[src/verilog/oaf_defines.vh]
// Constants for the optical front end interrupt, FIFO and system-control bank.
// Assumes a single 40 MHz clock and a simple byte-wide register port.
// Function
// - New-sample flag sets on push when enabled, clears on reads
// - Ambient overflow flag sets, clears on status read
// - Proximity flag; masked means proximity mode disabled
// - Headroom fault flag at sample end when enabled
// - Power-up flag on undervoltage or soft reset
// - Supply range flag after 10ms, retriggers
// - Exposure below threshold times 2048 means proximity
// - Proximity uses pilot current, single LED1 exposure
// - Proximity flag raised on leaving proximity mode
// - Write index advances per pushed sample
// - Lost sample count saturates at 0x1F
// - Read index advances per pop, host writable
// - Data port read-only, reads pop samples
// - Data-read clear option also clears almost-full
// - Almost-full repeats per sample or fires once
// - Wrap on full overwrites, both indexes advance
// - No wrap on full discards, index holds
// - Proximity mode always wraps on full
// - Almost-full at 32 minus threshold unread samples
// - Four 4-bit slot type fields, reset zero
// - Clock select picks internal or external clock
// - Low-power powers sensor down between samples
// - FIFO enable set flushes; clear holds contents
// - Shutdown clears all interrupt flags
`ifndef OAF_DEFINES_VH
`define OAF_DEFINES_VH
// ----------------------------------------------------------------------------
// Register offsets
// ----------------------------------------------------------------------------
`define OAF_A_STAT_MAIN   8'h00
`define OAF_A_STAT_SUPPLY 8'h01
`define OAF_A_EN_MAIN     8'h02
`define OAF_A_EN_SUPPLY   8'h03
`define OAF_A_WR_IDX      8'h04
`define OAF_A_LOST        8'h05
`define OAF_A_RD_IDX      8'h06
`define OAF_A_DATA        8'h07
`define OAF_A_QCFG        8'h08
`define OAF_A_SLOT_LO     8'h09
`define OAF_A_SLOT_HI     8'h0A
`define OAF_A_SYSCTL      8'h0D
// ----------------------------------------------------------------------------
// Field positions
// ----------------------------------------------------------------------------
`define OAF_B_AFULL   7
`define OAF_B_NEW     6
`define OAF_B_AMB     5
`define OAF_B_PROX    4
`define OAF_B_HEAD    3
`define OAF_B_PWR     0
`define OAF_B_SUPPLY  7
`define OAF_B_CLRRD   6
`define OAF_B_ATYPE   5
`define OAF_B_WRAP    4
`define OAF_B_EXTCLK  4
`define OAF_B_LP      3
`define OAF_B_FEN     2
`define OAF_B_SHUTDOWN_BIT    1
`define OAF_B_RST     0
// ----------------------------------------------------------------------------
// Reset values, sizes and timing
// ----------------------------------------------------------------------------
`define OAF_QCFG_RST    8'h0F
`define OAF_DEPTH       6'h20
`define OAF_LOST_MAX    5'h1F
`define OAF_PROX_SHIFT  11
`define OAF_SUPPLY_MS   10
`define OAF_CLK_KHZ     40000
`define OAF_SUPPLY_CYC  (`OAF_SUPPLY_MS * `OAF_CLK_KHZ)
`endif
[src/verilog/oaf_bank.v]
// Interrupt flags, 32-entry sample FIFO and system control of the optical AFE.
// Assumes register strobes and analog event inputs; async inputs synchronised here.
`timescale 1ns/1ps
`include "oaf_defines.vh"
module oaf_bank #(
	parameter SUPPLY_CYC = `OAF_SUPPLY_CYC
) (
	input  wire        ref_clk_i,
	input  wire        rst_n_i,
	input  wire        reg_wr_i,
	input  wire        reg_rd_i,
	input  wire [7:0]  reg_addr_i,
	input  wire [7:0]  reg_wdata_i,
	output reg  [7:0]  reg_rdata_o,
	input  wire        sample_push_i,
	input  wire [7:0]  sample_data_i,
	input  wire        sample_end_i,
	input  wire [18:0] led1_exposure_i,
	input  wire        exposure_valid_i,
	input  wire [7:0]  prox_threshold_i,
	input  wire        ambient_overflow_i,
	input  wire        led_headroom_low_i,
	input  wire        digital_supply_low_i,
	input  wire        analog_supply_bad_i,
	output wire        irq_n_o,
	output reg         prox_mode_o,
	output wire        use_pilot_current_o,
	output wire        external_clock_select_o,
	output wire        dynamic_power_down_o,
	output wire        sensor_power_down_o,
	output wire        acquire_enable_o,
	output wire [15:0] slot_types_o
);
	// ------------------------------------------------------------------------
	// Input synchronisers
	// ------------------------------------------------------------------------
	reg  [3:0] sync1_r;
	reg  [3:0] sync2_r;
	reg  [3:0] sync3_r;
	wire [3:0] rise_w = sync2_r & ~sync3_r;
	// Two flops on each async analog event, third for edge detect
	always @(posedge ref_clk_i) begin
		if (!rst_n_i) begin
			sync1_r <= 4'h0;
			sync2_r <= 4'h0;
			sync3_r <= 4'h0;
		end else begin
			sync1_r <= {analog_supply_bad_i, digital_supply_low_i,
				led_headroom_low_i, ambient_overflow_i};
			sync2_r <= sync1_r;
			sync3_r <= sync2_r;
		end
	end
	// ------------------------------------------------------------------------
	// Configuration registers
	// ------------------------------------------------------------------------
	reg  [7:0] en_main_r;
	reg  [7:0] en_supply_r;
	reg  [7:0] qcfg_r;
	reg  [7:0] slot_lo_r;
	reg  [7:0] slot_hi_r;
	reg  [7:0] sysctl_r;
	wire       wr_w     = reg_wr_i;
	wire       soft_rst = wr_w && reg_addr_i == `OAF_A_SYSCTL && reg_wdata_i[`OAF_B_RST];
	wire       fen_set  = wr_w && reg_addr_i == `OAF_A_SYSCTL && reg_wdata_i[`OAF_B_FEN]
		&& !sysctl_r[`OAF_B_FEN];
	wire       shutdown_bit     = sysctl_r[`OAF_B_SHUTDOWN_BIT];
	wire       prox_en  = en_main_r[`OAF_B_PROX];
	// Writable registers; soft reset restores power-on values
	always @(posedge ref_clk_i) begin
		if (!rst_n_i || soft_rst) begin
			en_main_r   <= 8'h00;
			en_supply_r <= 8'h00;
			qcfg_r      <= `OAF_QCFG_RST;
			slot_lo_r   <= 8'h00;
			slot_hi_r   <= 8'h00;
			sysctl_r    <= 8'h00;
		end else if (wr_w) begin
			case (reg_addr_i)
			`OAF_A_EN_MAIN:   en_main_r   <= reg_wdata_i & 8'hF8;
			`OAF_A_EN_SUPPLY: en_supply_r <= reg_wdata_i & 8'h80;
			`OAF_A_QCFG:      qcfg_r      <= reg_wdata_i & 8'h7F;
			`OAF_A_SLOT_LO:   slot_lo_r   <= reg_wdata_i;
			`OAF_A_SLOT_HI:   slot_hi_r   <= reg_wdata_i;
			`OAF_A_SYSCTL:    sysctl_r    <= reg_wdata_i & 8'h1E;
			default:          sysctl_r    <= sysctl_r;
			endcase
		end
	end
	assign slot_types_o            = {slot_hi_r, slot_lo_r};
	assign external_clock_select_o = sysctl_r[`OAF_B_EXTCLK];
	assign dynamic_power_down_o    = sysctl_r[`OAF_B_LP];
	assign sensor_power_down_o     = shutdown_bit;
	assign acquire_enable_o        = sysctl_r[`OAF_B_FEN] && !shutdown_bit;
	// ------------------------------------------------------------------------
	// Proximity mode
	// ------------------------------------------------------------------------
	wire [18:0] prox_limit = {prox_threshold_i, 11'h000};
	wire        below      = led1_exposure_i < prox_limit;
	wire        prox_exit  = prox_mode_o && exposure_valid_i && !below;
	// Mode follows exposure; masked enable forces normal mode
	always @(posedge ref_clk_i) begin
		if (!rst_n_i || soft_rst) begin
			prox_mode_o <= 1'b0;
		end else if (!prox_en) begin
			prox_mode_o <= 1'b0;
		end else if (exposure_valid_i) begin
			prox_mode_o <= below;
		end
	end
	assign use_pilot_current_o = prox_mode_o;
	// ------------------------------------------------------------------------
	// FIFO storage and pointers
	// ------------------------------------------------------------------------
	reg  [7:0] mem_r [0:31];
	reg  [4:0] wr_idx_r;
	reg  [4:0] rd_idx_r;
	reg  [5:0] count_r;
	reg  [4:0] lost_r;
	wire       full     = count_r == `OAF_DEPTH;
	wire       data_rd  = reg_rd_i && reg_addr_i == `OAF_A_DATA;
	wire       pop      = data_rd && count_r != 6'h00;
	wire       push_req = sample_push_i && sysctl_r[`OAF_B_FEN] && !shutdown_bit;
	wire       wrap     = qcfg_r[`OAF_B_WRAP] || prox_mode_o;
	wire       push     = push_req && (!full || wrap);
	wire       over     = push_req && full;
	genvar gi;
	// One storage slot per entry, written at the write index
	generate
		for (gi = 0; gi < 32; gi = gi + 1) begin : g_mem
			always @(posedge ref_clk_i) begin
				if (!rst_n_i) begin
					mem_r[gi] <= 8'h00;
				end else if (push && wr_idx_r == gi) begin
					mem_r[gi] <= sample_data_i;
				end
			end
		end
	endgenerate
	// Pointer, fill count and lost-sample count update
	always @(posedge ref_clk_i) begin
		if (!rst_n_i || soft_rst || fen_set) begin
			wr_idx_r <= 5'h00;
			rd_idx_r <= 5'h00;
			count_r  <= 6'h00;
			lost_r   <= 5'h00;
		end else begin
			if (wr_w && reg_addr_i == `OAF_A_WR_IDX) begin
				wr_idx_r <= reg_wdata_i[4:0];
			end else if (push) begin
				wr_idx_r <= wr_idx_r + 5'h01;
			end
			if (wr_w && reg_addr_i == `OAF_A_RD_IDX) begin
				rd_idx_r <= reg_wdata_i[4:0];
			end else if (push && full) begin
				rd_idx_r <= rd_idx_r + 5'h01;
			end else if (pop) begin
				rd_idx_r <= rd_idx_r + 5'h01;
			end
			if (wr_w && (reg_addr_i == `OAF_A_WR_IDX || reg_addr_i == `OAF_A_RD_IDX)) begin
				count_r <= {1'b0, (reg_addr_i == `OAF_A_WR_IDX ? reg_wdata_i[4:0] : wr_idx_r)
					- (reg_addr_i == `OAF_A_RD_IDX ? reg_wdata_i[4:0] : rd_idx_r)};
			end else if (push && !full && !pop) begin
				count_r <= count_r + 6'h01;
			end else if (pop && !push) begin
				count_r <= count_r - 6'h01;
			end
			if (over && lost_r != `OAF_LOST_MAX) begin
				lost_r <= lost_r + 5'h01;
			end
		end
	end
	// ------------------------------------------------------------------------
	// Status flags
	// ------------------------------------------------------------------------
	reg  [7:0] stat_main_r;
	reg        stat_supply_r;
	reg        afull_seen_r;
	reg [31:0] supply_cnt_r;
	wire       stat_rd   = reg_rd_i && reg_addr_i == `OAF_A_STAT_MAIN;
	wire       stat2_rd  = reg_rd_i && reg_addr_i == `OAF_A_STAT_SUPPLY;
	wire       clr_rd    = data_rd && qcfg_r[`OAF_B_CLRRD];
	wire [5:0] afull_lvl = `OAF_DEPTH - {2'b00, qcfg_r[3:0]};
	wire       afull_now = (full ? count_r : count_r + {5'h00, push && !pop}) >= afull_lvl;
	wire       afull_ev  = push && afull_now
		&& (!qcfg_r[`OAF_B_ATYPE] || !afull_seen_r);
	wire       supply_ev = supply_cnt_r == SUPPLY_CYC - 1;
	// Sticky flags: set wins over clear, shutdown clears all
	always @(posedge ref_clk_i) begin
		if (!rst_n_i) begin
			stat_main_r   <= 8'h00;
			stat_supply_r <= 1'b0;
			afull_seen_r  <= 1'b0;
			supply_cnt_r  <= 32'h0;
		end else if (shutdown_bit && !soft_rst) begin
			// Soft reset still raises the power-up flag while shut down
			stat_main_r   <= 8'h00;
			stat_supply_r <= 1'b0;
			afull_seen_r  <= 1'b0;
			supply_cnt_r  <= 32'h0;
		end else begin
			afull_seen_r <= push ? afull_now : (afull_seen_r && afull_now);
			supply_cnt_r <= (!sync2_r[3] || supply_ev) ? 32'h0 : supply_cnt_r + 32'h1;
			stat_main_r[`OAF_B_AFULL] <= afull_ev
				|| (stat_main_r[`OAF_B_AFULL] && !stat_rd && !clr_rd);
			stat_main_r[`OAF_B_NEW] <= (push && en_main_r[`OAF_B_NEW])
				|| (stat_main_r[`OAF_B_NEW] && !stat_rd && !clr_rd);
			stat_main_r[`OAF_B_AMB] <= rise_w[0]
				|| (stat_main_r[`OAF_B_AMB] && !stat_rd);
			stat_main_r[`OAF_B_PROX] <= prox_exit
				|| (stat_main_r[`OAF_B_PROX] && !stat_rd);
			stat_main_r[`OAF_B_HEAD] <= (sample_end_i && sync2_r[1] && en_main_r[`OAF_B_HEAD])
				|| (stat_main_r[`OAF_B_HEAD] && !stat_rd);
			stat_main_r[`OAF_B_PWR] <= rise_w[2] || soft_rst
				|| (stat_main_r[`OAF_B_PWR] && !stat_rd);
			stat_main_r[2:1] <= 2'b00;
			stat_supply_r <= supply_ev || (stat_supply_r && !stat2_rd);
		end
	end
	// Active-low interrupt from any enabled flag
	assign irq_n_o = !(|(stat_main_r & en_main_r)
		|| (stat_supply_r && en_supply_r[`OAF_B_SUPPLY]));
	// ------------------------------------------------------------------------
	// Read data
	// ------------------------------------------------------------------------
	// Registered read data; data port returns entry at read index
	always @(posedge ref_clk_i) begin
		if (!rst_n_i) begin
			reg_rdata_o <= 8'h00;
		end else if (reg_rd_i) begin
			case (reg_addr_i)
			`OAF_A_STAT_MAIN:   reg_rdata_o <= stat_main_r;
			`OAF_A_STAT_SUPPLY: reg_rdata_o <= {stat_supply_r, 7'h00};
			`OAF_A_EN_MAIN:     reg_rdata_o <= en_main_r;
			`OAF_A_EN_SUPPLY:   reg_rdata_o <= en_supply_r;
			`OAF_A_WR_IDX:      reg_rdata_o <= {3'b000, wr_idx_r};
			`OAF_A_LOST:        reg_rdata_o <= {3'b000, lost_r};
			`OAF_A_RD_IDX:      reg_rdata_o <= {3'b000, rd_idx_r};
			`OAF_A_DATA:        reg_rdata_o <= mem_r[rd_idx_r];
			`OAF_A_QCFG:        reg_rdata_o <= qcfg_r;
			`OAF_A_SLOT_LO:     reg_rdata_o <= slot_lo_r;
			`OAF_A_SLOT_HI:     reg_rdata_o <= slot_hi_r;
			`OAF_A_SYSCTL:      reg_rdata_o <= sysctl_r;
			default:            reg_rdata_o <= 8'h00;
			endcase
		end
	end
endmodule // oaf_bank

[config.mk]
export PLATFORM = sky130hd
export DESIGN_NAME = oaf_bank
export DESIGN_NICKNAME = d
export VERILOG_FILES = /design/src/verilog/oaf_bank.v
export VERILOG_INCLUDE_DIRS = /design/src /design/src/verilog
export SDC_FILE = /design/constraint.sdc
export NUM_CORES = 1
export LEC_CHECK = 0
export BUFFER_PORTS_ARGS = -buffer_cell sky130_fd_sc_hd__buf_2
export CELL_PAD_IN_SITES_DETAIL_PLACEMENT = 1
export CELL_PAD_IN_SITES_GLOBAL_PLACEMENT = 1
export CORE_MARGIN = 2
export CORE_UTILIZATION = 51
export CTS_CLUSTER_SIZE = 30
export DETAILED_ROUTE_END_ITERATION = 7
export GPL_ROUTABILITY_DRIVEN = 0
export PLACE_DENSITY = 0.77
export SETUP_SLACK_MARGIN = 0.5
export SYNTH_ARGS = -nofsm -noshare
export SYNTH_HDL_FRONTEND = slang
export SYNTH_SLANG_ARGS = --single-unit
[constraint.sdc]
create_clock -name ref_clk_i -period 3.3 [get_ports ref_clk_i]
set_input_delay 0.165 -clock ref_clk_i [delete_from_list [all_inputs] [get_ports ref_clk_i]]
set_output_delay 0.165 -clock ref_clk_i [all_outputs]
set_load 0.02 [all_outputs]
* Word level (Yosys, flattened, before mapping)
Memory sizes are Yosys's and may differ from the RTL's. A register that Yosys moved wholly into a read port is not among the register bits. Cells that the tools add are included.
Storage, ports and cells: memories kept 1, memory bits (read-only) 0, RAM bits 256, input port bits 62, latch bits 0, bits in registers 116
Memory list:
- mem_r | words 32, width 8, read ports 1, clocked after memory_dff 1, write ports 32, line oaf_bank.v:115 | reg [7:0] mem_r [0:31];
Operators by class: bitwise logic cells 37, reductions and logical operators 123, multiply operators 0, mux-type cells 144, $add $sub $neg 9, eq/ne operators 45, order comparisons 2, divide/modulo/power cells 0, shift-type cells 0
Operators by type and width (number):
- two-way mux 8 bit | 32
- two-way mux 1 bit | 98
- case mux 8 bit (12 select lines) | 1
- == test 5 bit (second input constant) | 16
- logical AND 1 bit | 74
- two-way mux 5 bit | 10
- == test 5 x 4 -> 1 bit (second input constant) | 8
- adder 32 x 1 -> 32 bit (second input constant) | 1
- == test 32 x 19 -> 1 bit (second input constant) | 1
- == test 8 x 3 -> 1 bit (second input constant) | 4
- == test 8 x 4 -> 1 bit (second input constant) | 4
- bitwise OR 1 bit | 32
- == test 5 x 3 -> 1 bit (second input constant) | 4
- less-than comparator 19 bit | 1
- two-way mux 6 bit | 3
- == test 8 x 2 -> 1 bit (second input constant) | 2
- logical OR 1 bit | 16
- adder 5 x 1 -> 5 bit (second input constant) | 3
- zero test 1 bit | 15
- AND reduction 2 bit | 6
- == test 5 x 2 -> 1 bit (second input constant) | 2
- AND 8 bit | 1
- == test 8 x 1 -> 1 bit (second input constant) | 1
- zero test 8 bit | 1
- other kinds (19) | 24

* Depth between registers and ports, before layout
Gate-level depths: netlist of the first run.
depth after elaboration 11, mapped depth 15, gate-level depth less buffers 14

* Worst setup path after synthesis of the first run
No wires, ideal clock.
path kind input-to-reg, from input port reg_addr_i[5], to register count_r[5], stages on the path 13, setup slack 0.291 ns, arrival 2.877 ns, library setup time 0.132 ns, path through nor4_2 and4_1 buf_2 and3_1 nor2b_1 nand2_1 ha_1 a21o_1 a21oi_1 o21bai_1 a21oi_1 mux4_2 nor3b_1
On the way: longest elaborated chain between the ends 6, elaborated cells between the ends (all ways) 20, those cells by class eq/ne: 4; mux: 1; reduce/logical: 15
Ends and longest elaborated chain:
- start, declared | line oaf_bank.v:12 | input wire [7:0] reg_addr_i,
- == test 8 x 3 -> 1 bit / == test 8 x 4 -> 1 bit (equally long branches)
- logical AND 1 bit (no line)
- logical AND 1 bit (on tied branches) | line oaf_bank.v:122, oaf_bank.v:64, oaf_bank.v:65
- zero test 1 bit, or another cell as far along | line oaf_bank.v:163 | end else if (push && !full && !pop) begin
- logical AND 1 bit / logical OR 1 bit (equally long branches) | line oaf_bank.v:163, oaf_bank.v:142
- two-way mux 6 bit, or another cell as far along | line oaf_bank.v:163
- end signal, assigned | line oaf_bank.v:161 | count_r <= {1'b0, (reg_addr_i == `OAF_A_WR_IDX ? reg_wdata_i[4:0] : wr_idx_r)
- end signal, assigned | line oaf_bank.v:164 | count_r <= count_r + 6'h01;
- end signal, assigned | line oaf_bank.v:166 | count_r <= count_r - 6'h01;
- end, declared | line oaf_bank.v:118 | reg [5:0] count_r;
Parallel ways exist; a longest one is shown, timed or not. A chain may end at the register's enable or synchronous reset.

* Worst setup path in the final report of the first run
from register count_r[1], to register count_r[5]
On the way: longest elaborated chain between the ends 7, elaborated cells between the ends (all ways) 16, those cells by class add/sub: 2; eq/ne: 1; mux: 2; reduce/logical: 11
Ends and longest elaborated chain:
- parallel branches: the longest is 7 deep, another holds subtractor 6 x 1 -> 6 bit
Several ways; the timed one is not identified. The select of a mux whose other input is x is not followed.

==> summary.txt, run 1 <==
Outcome
  – Outcome: completed

Floorplanning
  – Chip Width: 193 um
  – Die area: 37300 um^2
  – Row count: 69
  – I/O pin total: 93
  – Initial Util: 0.516
  – Vert. Die Dim: 193 um
  – Core Region: 35400 um^2

Synth
  – XOR/XNOR Fraction of Synth Area: 0.0250
  – FFs w/ async S/R, synth: 0
  – Syn_area_per_cell: 12.2 um^2
  – EDFF count, synth: 256
  – Synthesized area: 18300 um^2
  – Seq/Total Area, Yosys: 0.551
  – Simple-Gate Fraction of Synth Area: 0.183
  – Mux contribution to synthesized area: 0.134
  – Syn nets: 1595
  – Synth Area in Compound Gates: 0.0543
  – Adder-cell share of the synthesized area: 0.0255
  – Top_reg_cell synth: edfxtp_1
  – FF+latch count, synth: 374
  – Syn Inst Count: 1497
  – Ys Warns: 0
  – Largest family of logic cells by synthesized area: simple AND/OR/NAND/NOR gates
  – Synth cell types: 69

STA
  – Final Skew: 0.0249 ns
  – Post-route worst setup slack: 0.523 ns
  – Fmax: 360 MHz
  – Setup-failing EPs final: 0
  – RSZ-0062 raised after global routing: yes
  – Worst-margin pin slew: 0.766 ns
  – Fin. max-slew vios: 0
  – Min Tclk post-route: 2.78 ns
  – Final worst-path cycle share: 0.841
  – Final hold viol count: 0
  – Slew margin rel.: 0.485
  – Final setup TNS: 0 ns

CTS
  – TritonCTS clock tree: yes
  – Clock Latency Late Sink: 0.57 ns
  – Clock root buffer master: clkbuf_16
  – CTS clk-pin slew, worst paths: 0.07 ns
  – CTS max path bufs: 3
  – CTS H-Tree Depth: 2
  – CTS buffer count: 40
  – Clock sinks: 374

Pwr
  – Sw Pwr: 2.22 mW
  – Leak: 8.01 nW
  – Sw Ratio: 0.217
  – PwrDens: 481 nW/um^2
  – Clock share of power: 0.453
  – Maximum VDD drop: 0.510 mV
  – Seq pwr share: 0.504
  – Pint: 7.98 mW
  – Combinational Power Share: 0.043

Detailed routing
  – Via count: 12600
  – DRT Wirelength: 51500 um
  – DRC errors left: 0
  – Via density: 5.96
  – Wire per inst: 24.3 um
  – Initial drt markers: 883
  – Pre-Repair DR Iteration Count: 6
  – Antenna Nets Post-Route: 0

Worst setup path
  – Critical Path Start Type: flip-flop
  – Reg2reg setup slack: 0.52 ns
  – Critical Path RT: 3.75 ns
  – CP Class: flip-flop to flip-flop
  – Worst setup EP type: flip-flop
  – Critical Path AT: 3.23 ns
  – Worst-path fanout max: 5

GRT
  – Pin count of the biggest net entering global routing: 36
  – Total gr overflow: 0
  – Vias in the first global route: 13200
  – Initial antenna violation count: 0
  – Global-route wire length before repair: 79100 um
  – GRT Overall Usage: 0.283

Place
  – Dpl ws: 0.224 ns
  – Port Buffer Count: 81
  – DP HPWL: 34300 um

Job
  – Max-cap violation count: 0

Worst hold path
  – HP Class: input pin to flip-flop

Finish
  – Share of cells above drive strength 1: 0.220
  – Antenna diodes: 0
  – Final core occ: 0.599
  – Layout area overhead: 16.1%
  – Nets: 1726
[kinds of logic (layout without fill, tap and decap cells)]
group	Yosys count	count (layout)
multiplexers	159	159
XOR/XNOR	52	52
adder cells (fa/ha/maj)	36	36
buffers and inverters	118	280
flip-flops	374	374
AO/OA/AOI/OAI	150	150
AND/OR/NAND/NOR	608	608
[routing by layer]
metal | track usage | wire length [um]
met5 | 0 | 0
met4 | 0.101 | 1510
met3 | 0.0357 | 2700
met2 | 0.491 | 25800
met1 | 0.367 | 21500
[sequential cells by signal, indices dropped and copies added (netlist names), 2 cells and up, named ones only]
signal,cells
qcfg_r,7
reg_rdata_o,8
lost_r,5
rd_idx_r,5
slot_hi_r,8
mem_r,256
sync1_r,4
wr_idx_r,5
supply_cnt_r,32
en_main_r,5
slot_lo_r,8
count_r,6
sync3_r,2
sync2_r,4
stat_main_r,6
sysctl_r,4
[power groups by stage]
stage,Sequential [mW],Clock (mW),Combinational [mW]
after global placement,5.23,0,0.398
final,5.14,4.63,0.435
after floorplan,5.23,0,0.229
after CTS,5.15,4.70,0.431
after detailed placement,5.24,0,0.412
after global routing,5.15,4.86,0.464
[timing repair]
action,CTS,global route
endpoints found under the hold margin,25,0
pin swaps,8,16
hold buffers,13,0
resized for setup,13,28
endpoints found under the setup margin,18,117
setup buffers,12,8
[area by class of cell]
| class | count | area [um^2] |
|---|---|---|
| inverters | 27 | 101 |
| clock inverters | 16 | 161 |
| clock buffers | 57 | 1180 |
| well taps | 461 | 577 |
| fillers | 3542 | 14200 |
| repair buffers | 180 | 1230 |
| flip-flops and latches | 374 | 10100 |
| multi-input cells | 1005 | 7870 |
[stage by stage]
stage | hold slack, ns | std cells | power [mW] | instance area [um^2]
5_1_grt | 0.0608 | 2120 | 10.5 | 21200
3_5_place_dp | 0.377 | 2014 | 5.66 | 19400
2_1_floorplan | 0.265 | 1497 | 5.45 | 18300
6_report | 0.0577 | 2120 | 10.2 | 21200
4_1_cts | 0.0265 | 2112 | 10.3 | 21000
3_3_place_gp | 0.375 | 2014 | 5.63 | 19400
[cell usage in the layout (no fill, tap or decap), types with 38 or more instances in the layout]
cell type and n:
nor2_1 113, buf_2 81, and2_1 268, edfxtp_1 256, o21ai_0 38, nand3_1 49, mux4_2 67, dfxtp_1 108
clkbuf_16 43, buf_4 81, nand2_1 64, mux2i_1 83
[final timing paths]
kind,start,to,cells after the start
worst max-delay path,count_r[1],count_r[5],16
worst min-delay path,reg_wdata_i[3],slot_lo_r[3],3
worst max register to register,count_r[1],count_r[5],16
worst min register to register,sync1_r[0],sync2_r[0],1
[synth_stat cells, drive strengths merged (13+ instances only)]
cell type,n,share of area
a21oi,31,0.0087
and2,270,0.093
buf,33,0.010
clkbuf,58,0.012
dfxtp,118,0.13
edfxtp,256,0.42
ha,34,0.023
inv,26,0.0053
mux2i,83,0.046
mux4,67,0.083
nand2,67,0.014
nand3,53,0.015
nand4,17,0.0058
nor2,130,0.028
nor2b,13,0.0045
o21ai,39,0.011
xnor2,25,0.012
xor2,27,0.013
[critical path, cell delays in order, from the launching register on]
cell and delay (ns):
dfxtp_4 0.37, nor2_4 0.11, nand4b_1 0.14, buf_4 0.16, buf_4 0.12, buf_4 0.13, buf_4 0.13, buf_6 0.11
buf_4 0.13, buf_4 0.12, buf_4 0.12, buf_4 0.12, buf_6 0.12, nand3_4 0.08, nand3_2 0.06, mux4_2 0.47
nor3b_2 0.17
No activity file was read; power rests on OpenSTA's default activity.
==> run 2: changes to the inputs <==
==> constraint.sdc (replaced) <==
create_clock -name ref_clk_i -period 2.7 [get_ports ref_clk_i]
set_input_delay 0.135 -clock ref_clk_i [delete_from_list [all_inputs] [get_ports ref_clk_i]]
set_output_delay 0.135 -clock ref_clk_i [all_outputs]
set_load 0.02 [all_outputs]
==> run 2 against run 1 <==
First-iteration DRC count is 19% higher; via count is 1.6% higher; sequential cell count stayed put; largest power group unchanged; highest routed layer unchanged.
==> summary.txt, run 2 (same netlist as run 1, synthesis figures left out) <==
CTS
  – Clock root buffer master: clkbuf_16
  – Clock sinks: 374 (unchanged)
  – Clock Latency Late Sink: 0.56 ns (about the same)
  – CTS max path bufs: 3 (unchanged)
  – TritonCTS clock tree: yes
  – CTS clk-pin slew, worst paths: 0.06 ns (about the same)
  – CTS buffer count: 41 (+2.5%)
  – CTS H-Tree Depth: 2 (unchanged)

Finish
  – Layout area overhead: 19.9%
  – Antenna diodes: 0 (unchanged)
  – Commonest non-fill, non-tap cells in the layout: and2_1 (267), edfxtp_1 (256), dfxtp_1 (108)
  – Commonest non-fill, non-tap cell in the layout: and2_1
  – Max FFs per register: 256 (unchanged)
  – Largest reg by FF count: mem_r
  – # fillers: 3509 (-0.93%)
  – FF/Latch Area: 10100 um^2 (about the same)
  – Nets: 1768 (+2.4%)
  – Multi-input logic area: 8250 um^2 (+4.8%)
  – Design Area, Final: 21900 um^2 (+3.2%)
  – Final core occ: 0.618 (+0.0192)
  – Share of cells above drive strength 1: 0.264 (+0.0435)
  – Biggest registers after layout: mem_r: 256 flops, supply_cnt_r: 32 flops

Detailed routing
  – Via density: 5.94 (-0.38%)
  – Initial drt markers: 1050 (+19%)
  – Pre-Repair DR Iteration Count: 7 (+1)
  – Antenna Nets Post-Route: 0 (unchanged)
  – DRC errors left: 0 (unchanged)
  – DRT Wirelength: 53300 um (+3.4%)
  – Via count: 12800 (+1.6%)
  – Wire per inst: 24.6 um (+1.4%)

STA
  – Final setup TNS: 0 ns (unchanged)
  – Setup-failing EPs final: 0 (unchanged)
  – Slew margin rel.: 0.539 (+0.0538)
  – Min Tclk post-route: 2.58 ns (-0.201 ns)
  – Final Skew: 0.0187 ns (-0.00619 ns)
  – RSZ-0062 raised after global routing: yes
  – Fin. max-slew vios: 0 (unchanged)
  – Final hold viol count: 0 (unchanged)
  – Fmax: 388 MHz (+7.8%)
  – Final worst-path cycle share: 0.954 (+0.113)
  – Fin Hold WS: 0.0164 ns (-0.0413 ns)
  – Worst-margin pin slew: 0.691 ns (-0.0749 ns)

Pwr
  – PwrDens: 554 nW/um^2 (+15%)
  – Total power: 12.1 mW (+19%)
  – Leak: 8.23 nW (+2.7%)
  – Maximum VDD drop: 0.605 mV (+19%)

GRT
  – Initial antenna violation count: 0 (unchanged)
  – Vias in the first global route: 13400 (+1.4%)
  – Pin count of the biggest net entering global routing: 33 (-8.3%)
  – GRT Overall Usage: 0.286 (+0.00305)
  – Global-route wire length before repair: 79500 um (+0.47%)
  – Total gr overflow: 0 (unchanged)

Floorplanning
  – Core Region: 35400 um^2 (unchanged)
  – Die area: 37300 um^2 (unchanged)
  – I/O pin total: 93 (unchanged)
  – Row count: 69 (unchanged)
  – Vert. Die Dim: 193 um (unchanged)
  – Chip Width: 193 um (unchanged)
  – Initial Util: 0.516 (unchanged)

Place
  – Placed instance area: 19700 um^2 (+1.7%)
  – DP HPWL: 35800 um (+4.5%)
  – Port Buffer Count: 81 (unchanged)

Worst setup path
  – Critical Path Start Type: flip-flop
  – CP Class: flip-flop to flip-flop
  – Worst setup EP type: flip-flop
  – Worst-path fanout max: 4 (-1)
  – Critical Path AT: 3.03 ns (-0.20 ns)
  – Critical Path RT: 3.15 ns (-0.60 ns)

Outcome
  – Outcome: completed

Job
  – Max-cap violation count: 0 (unchanged)

Worst hold path
  – HP Class: input pin to flip-flop
## run 2: worst paths after layout
path / slack [ns] / endpoint / start / cells past startpoint
worst max register to register: 0.12 / count_r[5] / sysctl_r[1] / 11
worst max-delay path: 0.12 / count_r[5] / sysctl_r[1] / 11
worst min-delay path: 0.02 / slot_lo_r[3] / reg_wdata_i[3] / 3
worst min register to register: 0.44 / sync2_r[0] / sync1_r[0] / 1
## run 2: cell type report
| class | instances | share of cell area |
|---|---|---|
| sequential | 374 | 0.460 |
| clock inverter | 21 | 0.00698 |
| multi-input combinational | 1005 | 0.377 |
| timing repair buffer | 221 | 0.0758 |
| tap | 461 | 0.0264 |
| clock buffer | 52 | 0.0488 |
| inverter | 27 | 0.00463 |
## run 2: metal layers
layer	GRT usage	wire length, um
met1	0.366	22100
met2	0.500	26800
met3	0.0416	2870
met4	0.0964	1460
met5	0	0
## run 2: worst max-delay path: stages, from the launching register on
cell	delay, ns
dfxtp_2	0.32
nand3b_1	0.23
a31oi_2	0.20
nor2b_4	0.22
nand2_4	0.09
ha_4	0.21
a21o_1	0.16
a21oi_2	0.14
o21bai_1	0.11
a21oi_2	0.15
mux4_2	0.49
nor3b_1	0.15
## run 2: metrics by stage
step | setup slack, ns | instances
floorplan | 0.0212 | 1497
global placement | -0.0573 | 2046
detailed placement | -0.162 | 2046
CTS | 0.0739 | 2151
global route | -0.0129 | 2161
finish | 0.124 | 2161
## run 2: where the power goes
group / switching (mW) / total (mW) / internal [mW]
registers: 0.0491 / 6.29 / 6.24
clock network: 2.29 / 5.27 / 2.98
logic: 0.355 / 0.556 / 0.201
total: 2.69 / 12.1 / 9.42
## run 2: what timing repair did
item / in CTS / in global routing
endpoints found under the setup margin: 461 / 143
hold buffers: 13 / 0
resized for setup: 84 / 57
buffers inserted: 19 / 10
pin swaps: 25 / 28
endpoints found under the hold margin: 29 / 0
==> run 3: changes to the inputs <==
--- a/config.mk
+++ b/config.mk
@@ -9,6 +9,7 @@
 export BUFFER_PORTS_ARGS = -buffer_cell sky130_fd_sc_hd__buf_2
 export CELL_PAD_IN_SITES_DETAIL_PLACEMENT = 1
 export CELL_PAD_IN_SITES_GLOBAL_PLACEMENT = 1
+export CORE_ASPECT_RATIO = 0.9
 export CORE_MARGIN = 2
 export CORE_UTILIZATION = 51
 export CTS_CLUSTER_SIZE = 30
==> run 3 against run 2 <==
Critical path depth unchanged; highest routed layer unchanged; clock power up 5.9%; utilization shrank 0.57 points; final area fell by 1.7%; fmax is 1.1% lower; critical path type unchanged; register-to-register slack got worse by 0.03 ns; hold slack worse by 0.014 ns; combinational power down 2%.
==> summary.txt, run 3 (same netlist as run 1, synthesis figures left out) <==
Outcome
  – Outcome: completed

Place
  – Placed instance area: 19700 um^2 (about the same)
  – Port Buffer Count: 81 (unchanged)
  – DP HPWL: 35400 um (-1.1%)
  – Dpl ws: -0.111 ns (+0.0509 ns)

GRT
  – GRT Overall Usage: 0.283 (-0.00286)
  – Total gr overflow: 0 (unchanged)
  – Pin count of the biggest net entering global routing: 33 (unchanged)
  – Vias in the first global route: 13500 (+0.91%)
  – Global-route wire length before repair: 80300 um (+0.98%)
  – Initial antenna violation count: 0 (unchanged)

STA
  – Final Skew: 0.0127 ns (-0.00602 ns)
  – Fmax: 384 MHz (-1.1%)
  – Min Tclk post-route: 2.60 ns (+0.0281 ns)
  – Slew margin rel.: 0.516 (-0.0235)
  – Fin Hold WS: 0.00257 ns (-0.0138 ns)
  – Final worst-path cycle share: 0.964 (+0.0104)
  – Post-route worst setup slack: 0.0963 ns (-0.0281 ns)
  – Final hold viol count: 0 (unchanged)
  – RSZ-0062 raised after global routing: yes
  – Worst-margin pin slew: 0.726 ns (+0.0348 ns)
  – Fin. max-slew vios: 0 (unchanged)
  – Setup-failing EPs final: 0 (unchanged)

Finish
  – Largest reg by FF count: mem_r
  – Nets: 1745 (-1.3%)
  – Design Area, Final: 21500 um^2 (-1.7%)
  – Layout area overhead: 17.9%
  – Share of cells above drive strength 1: 0.254 (-0.00966)
  – Commonest non-fill, non-tap cell in the layout: and2_1
  – Commonest non-fill, non-tap cells in the layout: and2_1 (268), edfxtp_1 (256), dfxtp_1 (108)
  – Biggest registers after layout: mem_r: 256 flops, supply_cnt_r: 32 flops
  – Antenna diodes: 0 (unchanged)
  – Max FFs per register: 256 (unchanged)

Job
  – Max-cap violation count: 0 (unchanged)

Detailed routing
  – Antenna Nets Post-Route: 0 (unchanged)
  – Initial drt markers: 991 (-5.6%)
  – Via density: 5.93 (-0.12%)
  – Wire per inst: 24.2 um (-2.0%)
  – DRC errors left: 0 (unchanged)
  – DRT Wirelength: 51900 um (-2.6%)
  – Pre-Repair DR Iteration Count: 5 (-2)
  – Via count: 12700 (-0.76%)

Floorplanning
  – Initial Util: 0.519 (+0.00386)
  – I/O pin total: 93 (unchanged)
  – Vert. Die Dim: 183 um (-5.0%)
  – Chip Width: 203 um (+5.3%)
  – Row count: 65 (-5.8%)
  – Core Region: 35100 um^2 (-0.74%)
  – Die area: 37300 um^2 (about the same)

Pwr
  – PwrDens: 577 nW/um^2 (+4.2%)
  – Maximum VDD drop: 0.522 mV (-14%)
  – Leak: 8.13 nW (-1.2%)

CTS
  – Clock root buffer master: clkbuf_16
  – CTS clk-pin slew, worst paths: 0.06 ns (about the same)
  – Clock sinks: 374 (unchanged)
  – CTS buffer count: 40 (-2.4%)
  – CTS max path bufs: 3 (unchanged)
  – TritonCTS clock tree: yes
  – Clock Latency Late Sink: 0.54 ns (-0.02 ns)
  – CTS H-Tree Depth: 2 (unchanged)

Worst hold path
  – HP Class: input pin to flip-flop
  – Worst hold path depth: 3 (unchanged)

Worst setup path
  – Worst setup EP type: flip-flop
  – Critical Path AT: 3.03 ns (about the same)
  – Worst-path fanout max: 3 (-1)
  – Cell depth of the worst flop-to-flop path: 11 (unchanged)
  – CP Class: flip-flop to flip-flop
  – Reg2reg setup slack: 0.1 ns (-0.03 ns)
  – Critical Path Start Type: flip-flop
  – Critical Path RT: 3.12 ns (-0.03 ns)
## run 3: power by group
group	switching (mW)	internal, mW
Clock	2.30	3.28
Combinational	0.352	0.195
Sequential	0.0501	6.24
## run 3: repair_timing
action	CTS	global route
pin swaps	10	11
endpoints found under the hold margin	20	0
gates resized for setup	40	44
hold buffers	10	0
setup buffers	10	1
setup endpoints to repair	372	361
## run 3: layout make-up
type / count / area (um^2)
inverter: 27 / 101
fill: 3510 / 13600
multi-input combinational: 1005 / 8030
sequential: 374 / 10100
clock inverter: 21 / 234
tap: 469 / 587
timing repair buffer: 199 / 1430
clock buffer: 52 / 1070
## run 3: per-stage QoR
stage	total power [mW]	instances	utilization	TNS (ns)
finish	12.4	2147	0.612	0
global route	12.8	2147	0.612	-0.0399
CTS	12.5	2146	0.607	0
detailed placement	6.93	2053	0.562	-0.115
global placement	6.91	2053	0.562	-0.0900
floorplan	6.67	1497	-	0
## run 3: worst paths after layout
path | start | endpoint
setup reg to reg | count_r[1] | count_r[5]
hold reg to reg | sync1_r[3] | sync2_r[3]
setup / recovery | count_r[1] | count_r[5]
hold / removal | led1_exposure_i[18] | prox_mode_o
## run 3: metal layers
metal	track usage	wire, um	up-vias
li1	-	-	5728
met1	0.372	21800	6486
met2	0.480	25500	421
met3	0.0487	3090	105
met4	0.0934	1500	0
met5	0	0	-
## run 3: critical path, stage by stage (launching register included)
cell      delay, ns
dfxtp_2        0.35
nor4b_4        0.34
a31oi_2        0.14
nor2b_4        0.16
nand2_4        0.08
ha_4           0.19
a21o_1         0.18
a21oi_2        0.15
o21bai_1       0.09
a21oi_2        0.15
mux4_2         0.50
nor3b_1        0.15
